--- src/rbcp_pkg.sv ---
// shared constants and types for the relay bank command parser
`default_nettype none

package rbcp_pkg;

   // framing and acknowledge bytes
   localparam logic [7:0] RBCP_PREFIX = 8'hFE;
   localparam logic [7:0] RBCP_ACK = 8'h55;

   // device selection commands
   localparam logic [7:0] RBCP_CMD_IDENT = 8'hF6;
   localparam logic [7:0] RBCP_CMD_DEVNUM_RD = 8'hF7;
   localparam logic [7:0] RBCP_CMD_ENA_ALL = 8'hF8;
   localparam logic [7:0] RBCP_CMD_DIS_ALL = 8'hF9;
   localparam logic [7:0] RBCP_CMD_ENA_SEL = 8'hFA;
   localparam logic [7:0] RBCP_CMD_DIS_SEL = 8'hFB;
   localparam logic [7:0] RBCP_CMD_ENA_ONLY = 8'hFC;
   localparam logic [7:0] RBCP_CMD_DIS_ONLY = 8'hFD;
   localparam logic [7:0] RBCP_CMD_DEVNUM_ST = 8'hFF;

   // relay and refresh commands
   localparam logic [7:0] RBCP_CMD_OFF_BASE = 8'h00;
   localparam logic [7:0] RBCP_CMD_ON_BASE = 8'h08;
   localparam logic [7:0] RBCP_CMD_BANK_SEL = 8'h31;
   localparam logic [7:0] RBCP_CMD_OFF_BANK = 8'h64;
   localparam logic [7:0] RBCP_CMD_ON_BANK = 8'h6C;
   localparam logic [7:0] RBCP_CMD_AUTO_ON = 8'h19;
   localparam logic [7:0] RBCP_CMD_AUTO_OFF = 8'h1A;
   localparam logic [7:0] RBCP_CMD_REFRESH = 8'h25;
   localparam logic [7:0] RBCP_RELAY_SPAN = 8'h08;

   // relay organisation
   localparam int RBCP_RELAYS_PER_BANK = 8;
   localparam int RBCP_NUM_BANKS = 32;
   localparam logic [7:0] RBCP_BANK_ALL = 8'h00;
   localparam logic [7:0] RBCP_BANK_RESET = 8'h01;
   localparam int RBCP_YEAR_BASE = 1800;

   // register byte offsets and fields
   localparam logic [7:0] RBCP_REG_CTRL = 8'h00;
   localparam logic [7:0] RBCP_REG_STATUS = 8'h04;
   localparam logic [7:0] RBCP_REG_IDENT = 8'h08;
   localparam int RBCP_CTRL_REPORT_BIT = 0;
   localparam logic RBCP_CTRL_REPORT_RST = 1'b1;

   typedef struct packed {
      logic valid;
      logic [7:0] data;
   } rbcp_byte_t;

   // readback layout of the status register, low bits first from devnum
   typedef struct packed {
      logic enabled;
      logic config_mode;
      logic auto_refresh;
      logic [7:0] bank;
      logic [7:0] devnum;
   } rbcp_status_t;

   typedef enum logic [2:0] {
      RBCP_ST_PREFIX = 3'b001,
      RBCP_ST_CMD = 3'b010,
      RBCP_ST_ARG = 3'b100
   } rbcp_state_t;

endpackage

`default_nettype wire

--- src/rbcp_parser.sv ---
// relay bank command parser with device selection, banking and refresh
//
// Our own choices: the register offsets and register access over AHB-Lite.
`default_nettype none
// What this block does
// - byte 254 is the prefix; the next byte is the command code.
// - with reporting on, accepted ordinary commands answer with byte 85.
// - device selection commands never send an acknowledge byte.
// - enabled after reset; selection commands always run, others ignored when disabled.
// - code 248 enables every unit.
// - code 249 disables every unit.
// - code 250 plus number enables the matching unit, others unchanged.
// - code 251 plus number disables the matching unit, others unchanged.
// - code 252 plus number enables the match and disables all others.
// - code 253 plus number disables the match and enables all others.
// - code 246 returns id part one, id part two, firmware, year minus 1800.
// - code 247 returns the stored device number.
// - a stored device number acts at once, enable state untouched.
// - storing a device number works only in configuration mode.
// - configuration mode is entered when all option switches are off at reset.
// - relays form 32 banks of 8, banks addressed 1 to 32.
// - bank 0 addresses relay n in every bank at once.
// - bank directed commands use the last selected bank.
// - bank specified commands use the bank byte they carry.
// - with auto refresh on, relay commands update the outputs directly.
// - with auto refresh off, relay commands change only the image memory.
// - manual refresh copies the whole image to all outputs at once.

module rbcp_parser #(
   parameter int NUM_SWITCHES = 8,
   parameter logic [7:0] DEVNUM_RESET = 8'h00,
   parameter logic [7:0] ID_PART1 = 8'hA5, // arbitrary value
   parameter logic [7:0] ID_PART2 = 8'h5A, // arbitrary value
   parameter logic [7:0] FW_VERSION = 8'h01,
   parameter int PROD_YEAR = 2024
) (
   input wire logic core_clk_in, // system clock
   input wire logic nrst_in, // synchronous reset, active low
   input wire logic [NUM_SWITCHES-1:0] option_sw_in, // option switch pins
   input wire rbcp_pkg::rbcp_byte_t rx_in, // received byte stream
   output rbcp_pkg::rbcp_byte_t tx_out, // reply byte stream
   input wire logic tx_ready_in, // reply sink takes byte
   output logic rx_ready_out, // parser takes a byte
   output logic [255:0] relay_out, // physical relay drive
   input wire logic hsel_in, // ahb slave select
   input wire logic [31:0] haddr_in, // ahb address
   input wire logic [1:0] htrans_in, // ahb transfer type
   input wire logic hwrite_in, // ahb write
   input wire logic [2:0] hsize_in, // ahb size
   input wire logic [31:0] hwdata_in, // ahb write data
   input wire logic hready_in, // ahb bus ready
   output logic [31:0] hrdata_out, // ahb read data
   output logic hreadyout_out, // ahb slave ready
   output logic hresp_out // ahb response
);

   localparam int NRELAY = rbcp_pkg::RBCP_RELAYS_PER_BANK * rbcp_pkg::RBCP_NUM_BANKS;
   localparam logic [7:0] YEAR_BYTE = 8'(PROD_YEAR - rbcp_pkg::RBCP_YEAR_BASE);

   function automatic logic in_range(input logic [7:0] c, input logic [7:0] base);
      in_range = (c >= base) && ((c - base) < rbcp_pkg::RBCP_RELAY_SPAN);
   endfunction

   function automatic logic is_select(input logic [7:0] c);
      is_select = (c >= rbcp_pkg::RBCP_CMD_IDENT);
   endfunction

   function automatic logic needs_arg(input logic [7:0] c);
      needs_arg = (c == rbcp_pkg::RBCP_CMD_ENA_SEL) || (c == rbcp_pkg::RBCP_CMD_DIS_SEL) ||
                  (c == rbcp_pkg::RBCP_CMD_ENA_ONLY) || (c == rbcp_pkg::RBCP_CMD_DIS_ONLY) ||
                  (c == rbcp_pkg::RBCP_CMD_DEVNUM_ST) || (c == rbcp_pkg::RBCP_CMD_BANK_SEL) ||
                  in_range(c, rbcp_pkg::RBCP_CMD_OFF_BANK) || in_range(c, rbcp_pkg::RBCP_CMD_ON_BANK);
   endfunction

   function automatic logic bank_ok(input logic [7:0] b);
      bank_ok = (32'(b) <= rbcp_pkg::RBCP_NUM_BANKS);
   endfunction

   // set or clear relay idx in one bank, or in all banks for bank 0
   function automatic logic [NRELAY-1:0] relay_apply(input logic [NRELAY-1:0] img,
                                                    input logic [7:0] bank,
                                                    input logic [2:0] idx,
                                                    input logic on);
      logic [NRELAY-1:0] res;
      res = img;
      for (int b = 0; b < rbcp_pkg::RBCP_NUM_BANKS; b++) begin
         if (bank == rbcp_pkg::RBCP_BANK_ALL || 32'(bank) == b + 1) begin
            res[b * rbcp_pkg::RBCP_RELAYS_PER_BANK + 32'(idx)] = on;
         end
      end
      relay_apply = res;
   endfunction

   rbcp_pkg::rbcp_state_t state;
   rbcp_pkg::rbcp_state_t next_state;
   logic [7:0] cmd;
   logic take;
   logic go;
   logic [7:0] go_cmd;
   logic [7:0] go_arg;
   logic allowed;

   logic enabled;
   logic [7:0] devnum;
   logic config_mode;
   logic cfg_done;
   logic [NUM_SWITCHES-1:0] sw_meta;
   logic [NUM_SWITCHES-1:0] sw_sync;

   logic [7:0] bank;
   logic auto_refresh;
   logic [NRELAY-1:0] image;
   logic relay_cmd;
   logic [7:0] relay_bank;
   logic [2:0] relay_idx;
   logic relay_on;
   logic [NRELAY-1:0] next_image;

   logic report_en;
   logic [3:0][7:0] tx_buf;
   logic [2:0] tx_cnt;
   logic [3:0][7:0] load_buf;
   logic [2:0] load_n;

   logic dp_write;
   logic [7:0] dp_addr;
   logic ap_take;
   logic next_report;
   rbcp_pkg::rbcp_status_t status;

   // byte intake and command framing
   assign take = rx_in.valid && rx_ready_out;

   always_comb begin
      next_state = state;
      go = 1'b0;
      go_cmd = cmd;
      go_arg = rx_in.data;
      unique case (state)
         rbcp_pkg::RBCP_ST_PREFIX: begin
            if (take && rx_in.data == rbcp_pkg::RBCP_PREFIX) begin
               next_state = rbcp_pkg::RBCP_ST_CMD;
            end
         end
         rbcp_pkg::RBCP_ST_CMD: begin
            if (take) begin
               if (needs_arg(rx_in.data)) begin
                  next_state = rbcp_pkg::RBCP_ST_ARG;
               end else begin
                  // unknown codes pass through here and match nothing
                  go = 1'b1;
                  go_cmd = rx_in.data;
                  next_state = rbcp_pkg::RBCP_ST_PREFIX;
               end
            end
         end
         rbcp_pkg::RBCP_ST_ARG: begin
            if (take) begin
               go = 1'b1;
               next_state = rbcp_pkg::RBCP_ST_PREFIX;
            end
         end
         default: next_state = rbcp_pkg::RBCP_ST_PREFIX;
      endcase
   end

   always_ff @(posedge core_clk_in) begin
      if (!nrst_in) begin
         state <= rbcp_pkg::RBCP_ST_PREFIX;
         cmd <= 8'h00;
      end else begin
         state <= next_state;
         if (take && state == rbcp_pkg::RBCP_ST_CMD) begin
            cmd <= rx_in.data;
         end
      end
   end

   // disabled units still consume arguments so framing stays aligned
   assign allowed = enabled || is_select(go_cmd);

   // option switches are pins; the mode is caught once after reset release
   always_ff @(posedge core_clk_in) begin
      sw_meta <= option_sw_in;
      sw_sync <= sw_meta;
   end

   always_ff @(posedge core_clk_in) begin
      if (!nrst_in) begin
         config_mode <= 1'b0;
         cfg_done <= 1'b0;
      end else if (!cfg_done) begin
         cfg_done <= 1'b1;
         config_mode <= (sw_sync == '0);
      end
   end

   // device selection and device number
   always_ff @(posedge core_clk_in) begin
      if (!nrst_in) begin
         enabled <= 1'b1;
         devnum <= DEVNUM_RESET;
      end else if (go) begin
         unique case (go_cmd)
            rbcp_pkg::RBCP_CMD_ENA_ALL: enabled <= 1'b1;
            rbcp_pkg::RBCP_CMD_DIS_ALL: enabled <= 1'b0;
            rbcp_pkg::RBCP_CMD_ENA_SEL: begin
               if (go_arg == devnum) begin
                  enabled <= 1'b1;
               end
            end
            rbcp_pkg::RBCP_CMD_DIS_SEL: begin
               if (go_arg == devnum) begin
                  enabled <= 1'b0;
               end
            end
            rbcp_pkg::RBCP_CMD_ENA_ONLY: enabled <= (go_arg == devnum);
            rbcp_pkg::RBCP_CMD_DIS_ONLY: enabled <= (go_arg != devnum);
            rbcp_pkg::RBCP_CMD_DEVNUM_ST: begin
               if (config_mode) begin
                  devnum <= go_arg;
               end
            end
            default: begin
            end
         endcase
      end
   end

   // relay command decode
   always_comb begin
      relay_cmd = 1'b0;
      relay_bank = bank;
      relay_idx = 3'(go_cmd - rbcp_pkg::RBCP_CMD_OFF_BASE);
      relay_on = 1'b0;
      if (go && allowed) begin
         if (in_range(go_cmd, rbcp_pkg::RBCP_CMD_OFF_BASE)) begin
            relay_cmd = 1'b1;
         end else if (in_range(go_cmd, rbcp_pkg::RBCP_CMD_ON_BASE)) begin
            relay_cmd = 1'b1;
            relay_on = 1'b1;
            relay_idx = 3'(go_cmd - rbcp_pkg::RBCP_CMD_ON_BASE);
         end else if (in_range(go_cmd, rbcp_pkg::RBCP_CMD_OFF_BANK)) begin
            relay_cmd = bank_ok(go_arg);
            relay_bank = go_arg;
            relay_idx = 3'(go_cmd - rbcp_pkg::RBCP_CMD_OFF_BANK);
         end else if (in_range(go_cmd, rbcp_pkg::RBCP_CMD_ON_BANK)) begin
            relay_cmd = bank_ok(go_arg);
            relay_on = 1'b1;
            relay_bank = go_arg;
            relay_idx = 3'(go_cmd - rbcp_pkg::RBCP_CMD_ON_BANK);
         end
      end
      next_image = relay_apply(image, relay_bank, relay_idx, relay_on);
   end

   // bank selection and refresh mode
   always_ff @(posedge core_clk_in) begin
      if (!nrst_in) begin
         bank <= rbcp_pkg::RBCP_BANK_RESET;
         auto_refresh <= 1'b1;
      end else if (go && allowed) begin
         if (go_cmd == rbcp_pkg::RBCP_CMD_BANK_SEL && bank_ok(go_arg)) begin
            bank <= go_arg;
         end
         if (go_cmd == rbcp_pkg::RBCP_CMD_AUTO_ON) begin
            auto_refresh <= 1'b1;
         end
         if (go_cmd == rbcp_pkg::RBCP_CMD_AUTO_OFF) begin
            auto_refresh <= 1'b0;
         end
      end
   end

   // image memory and outputs; auto mode also flushes earlier pending changes
   always_ff @(posedge core_clk_in) begin
      if (!nrst_in) begin
         image <= '0;
         relay_out <= '0;
      end else begin
         if (relay_cmd) begin
            image <= next_image;
            if (auto_refresh) begin
               relay_out <= next_image;
            end
         end else if (go && allowed && go_cmd == rbcp_pkg::RBCP_CMD_REFRESH) begin
            relay_out <= image;
         end
      end
   end

   // reply assembly
   always_comb begin
      load_buf = '0;
      load_n = 3'h0;
      if (go && go_cmd == rbcp_pkg::RBCP_CMD_IDENT) begin
         load_buf = {YEAR_BYTE, FW_VERSION, ID_PART2, ID_PART1};
         load_n = 3'h4;
      end else if (go && go_cmd == rbcp_pkg::RBCP_CMD_DEVNUM_RD) begin
         load_buf[0] = devnum;
         load_n = 3'h1;
      end else if (go && allowed && report_en && !is_select(go_cmd) &&
                   (relay_cmd || go_cmd == rbcp_pkg::RBCP_CMD_BANK_SEL ||
                    go_cmd == rbcp_pkg::RBCP_CMD_AUTO_ON || go_cmd == rbcp_pkg::RBCP_CMD_AUTO_OFF ||
                    go_cmd == rbcp_pkg::RBCP_CMD_REFRESH)) begin
         load_buf[0] = rbcp_pkg::RBCP_ACK;
         load_n = 3'h1;
      end
   end

   // reply shifter; intake stalls until every reply byte has left
   always_ff @(posedge core_clk_in) begin
      if (!nrst_in) begin
         tx_buf <= '0;
         tx_cnt <= 3'h0;
         tx_out <= '0;
         rx_ready_out <= 1'b0;
      end else begin
         if (load_n != 3'h0) begin
            tx_buf <= load_buf;
            tx_cnt <= load_n;
         end else if (tx_cnt != 3'h0 && (!tx_out.valid || tx_ready_in)) begin
            tx_out.valid <= 1'b1;
            tx_out.data <= tx_buf[0];
            tx_buf <= {8'h00, tx_buf[3:1]};
            tx_cnt <= tx_cnt - 3'h1;
         end else if (tx_out.valid && tx_ready_in) begin
            tx_out.valid <= 1'b0;
         end
         rx_ready_out <= (load_n == 3'h0) && (tx_cnt == 3'h0) && (!tx_out.valid || tx_ready_in);
      end
   end

   // ahb-lite slave, zero wait states, always okay
   assign ap_take = hsel_in && htrans_in[1] && hready_in;
   assign next_report = (dp_write && dp_addr == rbcp_pkg::RBCP_REG_CTRL) ?
                        hwdata_in[rbcp_pkg::RBCP_CTRL_REPORT_BIT] : report_en;

   always_comb begin
      status.enabled = enabled;
      status.config_mode = config_mode;
      status.auto_refresh = auto_refresh;
      status.bank = bank;
      status.devnum = devnum;
   end

   always_ff @(posedge core_clk_in) begin
      if (!nrst_in) begin
         dp_write <= 1'b0;
         dp_addr <= 8'h00;
      end else begin
         dp_write <= ap_take && hwrite_in;
         if (ap_take) begin
            dp_addr <= haddr_in[7:0];
         end
      end
   end

   always_ff @(posedge core_clk_in) begin
      if (!nrst_in) begin
         report_en <= rbcp_pkg::RBCP_CTRL_REPORT_RST;
      end else begin
         report_en <= next_report;
      end
   end

   // read data is sampled in the address phase; ctrl is forwarded from a write in flight
   always_ff @(posedge core_clk_in) begin
      if (!nrst_in) begin
         hrdata_out <= 32'h0000_0000;
         hreadyout_out <= 1'b1;
         hresp_out <= 1'b0;
      end else if (ap_take && !hwrite_in && haddr_in[31:8] == 24'h00_0000) begin
         unique case (haddr_in[7:0])
            rbcp_pkg::RBCP_REG_CTRL: hrdata_out <= {31'h0000_0000, next_report};
            rbcp_pkg::RBCP_REG_STATUS: hrdata_out <= {13'h0000, status};
            rbcp_pkg::RBCP_REG_IDENT: hrdata_out <= {YEAR_BYTE, FW_VERSION, ID_PART2, ID_PART1};
            default: hrdata_out <= 32'h0000_0000;
         endcase
      end else if (ap_take) begin
         hrdata_out <= 32'h0000_0000;
      end
   end

endmodule

`default_nettype wire

--- config.mk ---
export PLATFORM = sky130hd
export DESIGN_NAME = rbcp_parser
export DESIGN_NICKNAME = d
export VERILOG_FILES = /design/src/rbcp_pkg.sv /design/src/rbcp_parser.sv
export SDC_FILE = /design/constraint.sdc
export NUM_CORES = 1
export LEC_CHECK = 0
export BUFFER_PORTS_ARGS = -buffer_cell sky130_fd_sc_hd__buf_2
export CORE_UTILIZATION = 57
export CTS_BUF_LIST = sky130_fd_sc_hd__clkbuf_2
export CTS_CLUSTER_DIAMETER = 120
export DETAILED_ROUTE_END_ITERATION = 8
export PLACE_DENSITY = 0.85
export SYNTH_ARGS = -nofsm -noshare
export SYNTH_HDL_FRONTEND = slang
export SYNTH_SLANG_ARGS = --single-unit
--- constraint.sdc ---
create_clock -name core_clk_in -period 6.7 [get_ports core_clk_in]
set_clock_uncertainty 0.05 [all_clocks]
set_input_delay 0.335 -clock core_clk_in [delete_from_list [all_inputs] [get_ports core_clk_in]]
set_output_delay 0.335 -clock core_clk_in [all_outputs]
set_load 0.02 [all_outputs]
==> results.toml <==
[cells_and_area]
area_delta_synth_final_pct = 16.83
layout.cells.most_common_list = "614 x dfxtp_1, 369 x o21ai_0, 343 x buf_2"
final_common_cell = "dfxtp_1"
fin_nets = 3375
final_cell_area_um2 = 29460
stdcell_count = 3946
drive_above_1_share_pct = 21.78

[global_route]
grt_first_pass_wirelength_um = 122700
grt-ovfl-total = 0
grt_pass1_vias = 22960
antenna_found_initial = 4
grt_max_degree = 193
grt.total_usage_pct = 34.85

[die]
initial_utilization_pct = 58.16
die_h_um = 212.3
core-area_um2 = 43360
io-pin-count = 392
dieArea_um2 = 45090
num_rows = 76
die_w_um = 212.3

[synth]
ys_seq_area_share_pct = 48.74
syn_inst = 2876
post_synth_num_cell_types = 80
avgSynthCellArea_um2 = 8.768
yosys_most_used_dff = "dfxtp_1"
synth-edff-count = 0
async_flop_share_pct = 0
synth_area_um2 = 25220
ys_warn_count = 0
ys_ff_latch = 614

[power]
cellPowerDensity_nw_per_um2 = 219.6
ir_drop_v = 0.0002208
total_leakage_power_nw = 11.56

[status]
status = "finished clean"

[worst_hold_path]
min_path_type = "primary input to register"

[worst_setup_path]
slowest_delay_ns = 0.66
crit_type = "primary input to register"
crit_arrival_ns = 6.97
crit_path_max_fanout = 26
crit_chain = "dlygate4sd3_1, buf_2, dlygate4sd3_1, buf_4, ha_1, and3_1, o2111ai_1, and2_2, nand3_1, buf_4, mux2i_1, inv_1, ha_1, nand2_1, a31oi_1, a31oi_1, o41ai_4, nand2_2, nand2_1, o311ai_0, buf_4, and3_1, nand2_1, o221a_2"
crit_slowest_cell = "o311ai_0"
start_kind = "primary input"
end_kind = "register"
required_ns = 7.88

[clock_tree]
clockBufferDepth = 3
tritoncts = "yes"
cts_setup_buffers = 0
clk_pin_slew_worst_paths_ns = 0.10
numCtsBuffers = 152
cts.sinks = 614
htreeDepth = 4
postCtsResizedCells = 0
cts_root_buf = "clkbuf_2"
clock_latency_ns = 1.39
holdBufCountCts = 95

[route]
vias = 24100
wirelength_um = 79780
drt.antenna.violating_nets = 0
drtIter0Drc = 2611
routed_via_density = 6.107
first_pass_iters = 9
drc = 0
wl_per_cell_um = 20.22

[sta]
fmax_ghz = 0.1727
slew-limit-headroom_pct = 21.60
hold_viol_final = 0
final.min_clock_period_ns = 5.790
finalMaxSlewViolations = 0
setup_violations = 0
tns_ns = 0
hold_ws_ns = 0.09299
worst_pin_slew_ns = 1.176
fin_crit_sh_pct = 86.42
rsz0062_at_grt = "false"

[placed_design]
portBuffers = 344
gp_congestion = 0.9156
post-dp-hpwl_um = 48180
placedCellCount = 3606
dpl_cell_area_um2 = 27230

[flow_run]
maxCapViolCount = 0
[flip-flops by register name, summed over array words and instances (netlist names), 9 cells and up]
register    flops
hrdata_out     20
image         256
relay_out     256
tx_buf         12
tx_out          9
[power breakdown]
| part | switching [mW] | internal [mW] |
|---|---|---|
| clock network | 1.51 | 0.923 |
| registers | 0.0170 | 3.68 |
| logic | 0.222 | 0.120 |
| total | 1.75 | 4.72 |
[per-stage QoR]
step                utilization, %  power (mW)  setup slack (ns)
finish                       67.95       6.470            0.9095
global route                 67.95       6.723            0.7639
CTS                          67.92       6.474             1.192
detailed placement           62.79       4.065            0.7625
global placement             62.79       4.053            0.9156
floorplan                        -       3.988             1.258
[cell families (layout without fill, tap and decap cells)]
| group | Yosys count | in the layout | synth area share [%] |
|---|---|---|---|
| compound gates | 943 | 943 | 21.67 |
| xor+xnor | 26 | 26 | 0.9625 |
| fa+ha+maj | 13 | 13 | 0.6450 |
| buf+inv | 283 | 753 | 4.778 |
| flops | 614 | 614 | 48.74 |
| mux | 191 | 191 | 7.978 |
| other cells | 2 | 17 | 0.02978 |
| simple gates | 804 | 804 | 15.19 |
[Yosys cell counts (all sizes together) (4+ instances only)]
cell type	number	area, um^2
a211oi	20	150.1
a21oi	301	1510
a22oi	25	187.7
a31oi	99	634.4
a32oi	4	42.55
a41oi	6	52.55
and2	40	251.5
and3	22	137.6
buf	63	379.1
clkbuf	205	769.5
dfxtp	614	12290
ha	13	162.7
inv	14	52.55
mux2	21	236.5
mux2i	170	1775
nand2	195	737.0
nand2b	10	62.56
nand3	39	195.2
nand3b	8	60.06
nand4	6	37.54
nor2	312	1282
nor2b	10	62.56
nor3	36	185.2
nor3b	7	52.55
nor4	22	137.6
o21ai	382	1916
o221a	26	292.8
o2bb2ai	28	245.2
o31ai	25	187.7
or2	8	50.05
or3	78	488.0
or4	4	30.03
xnor2	10	102.6
xor2	16	140.1
[cell type report]
type	count	area, um^2
multi-input combinational	1989	11820
timing repair buffer	498	3274
clock buffer	198	991.0
clock inverter	42	282.8
sequential	614	12290
inverter	15	63.81
fill	3446	13900
antenna	5	12.51
tap	585	732.0
[worst paths after layout]
check | slack, ns | to | cells past startpoint | from
worst max-delay path | 0.91 | tx_buf[5] | 24 | rx_in[2]
worst min register to register | 0.29 | sw_sync[1] | 0 | sw_meta[1]
worst min-delay path | 0.09 | sw_meta[1] | 3 | option_sw_in[1]
worst max register to register | 1.12 | tx_buf[5] | 19 | state[0]
[worst max-delay path, delay by kind of cell]
kind | cells | cell delay (ns)
AO/OA/AOI/OAI | 6 | 1.56
multiplexers | 1 | 0.59
buffers and inverters | 7 | 2.27
adder cells (fa/ha/maj) | 2 | 0.66
AND/OR/NAND/NOR | 8 | 1.56
[layer usage]
metal	wire, um	up-vias	global-route usage, %
li1	-	11040	-
met1	31720	11360	43.08
met2	35840	1398	53.75
met3	8224	299	11.12
met4	3997	0	19.35
met5	0	-	0
Power figures use the tool's default switching activity.
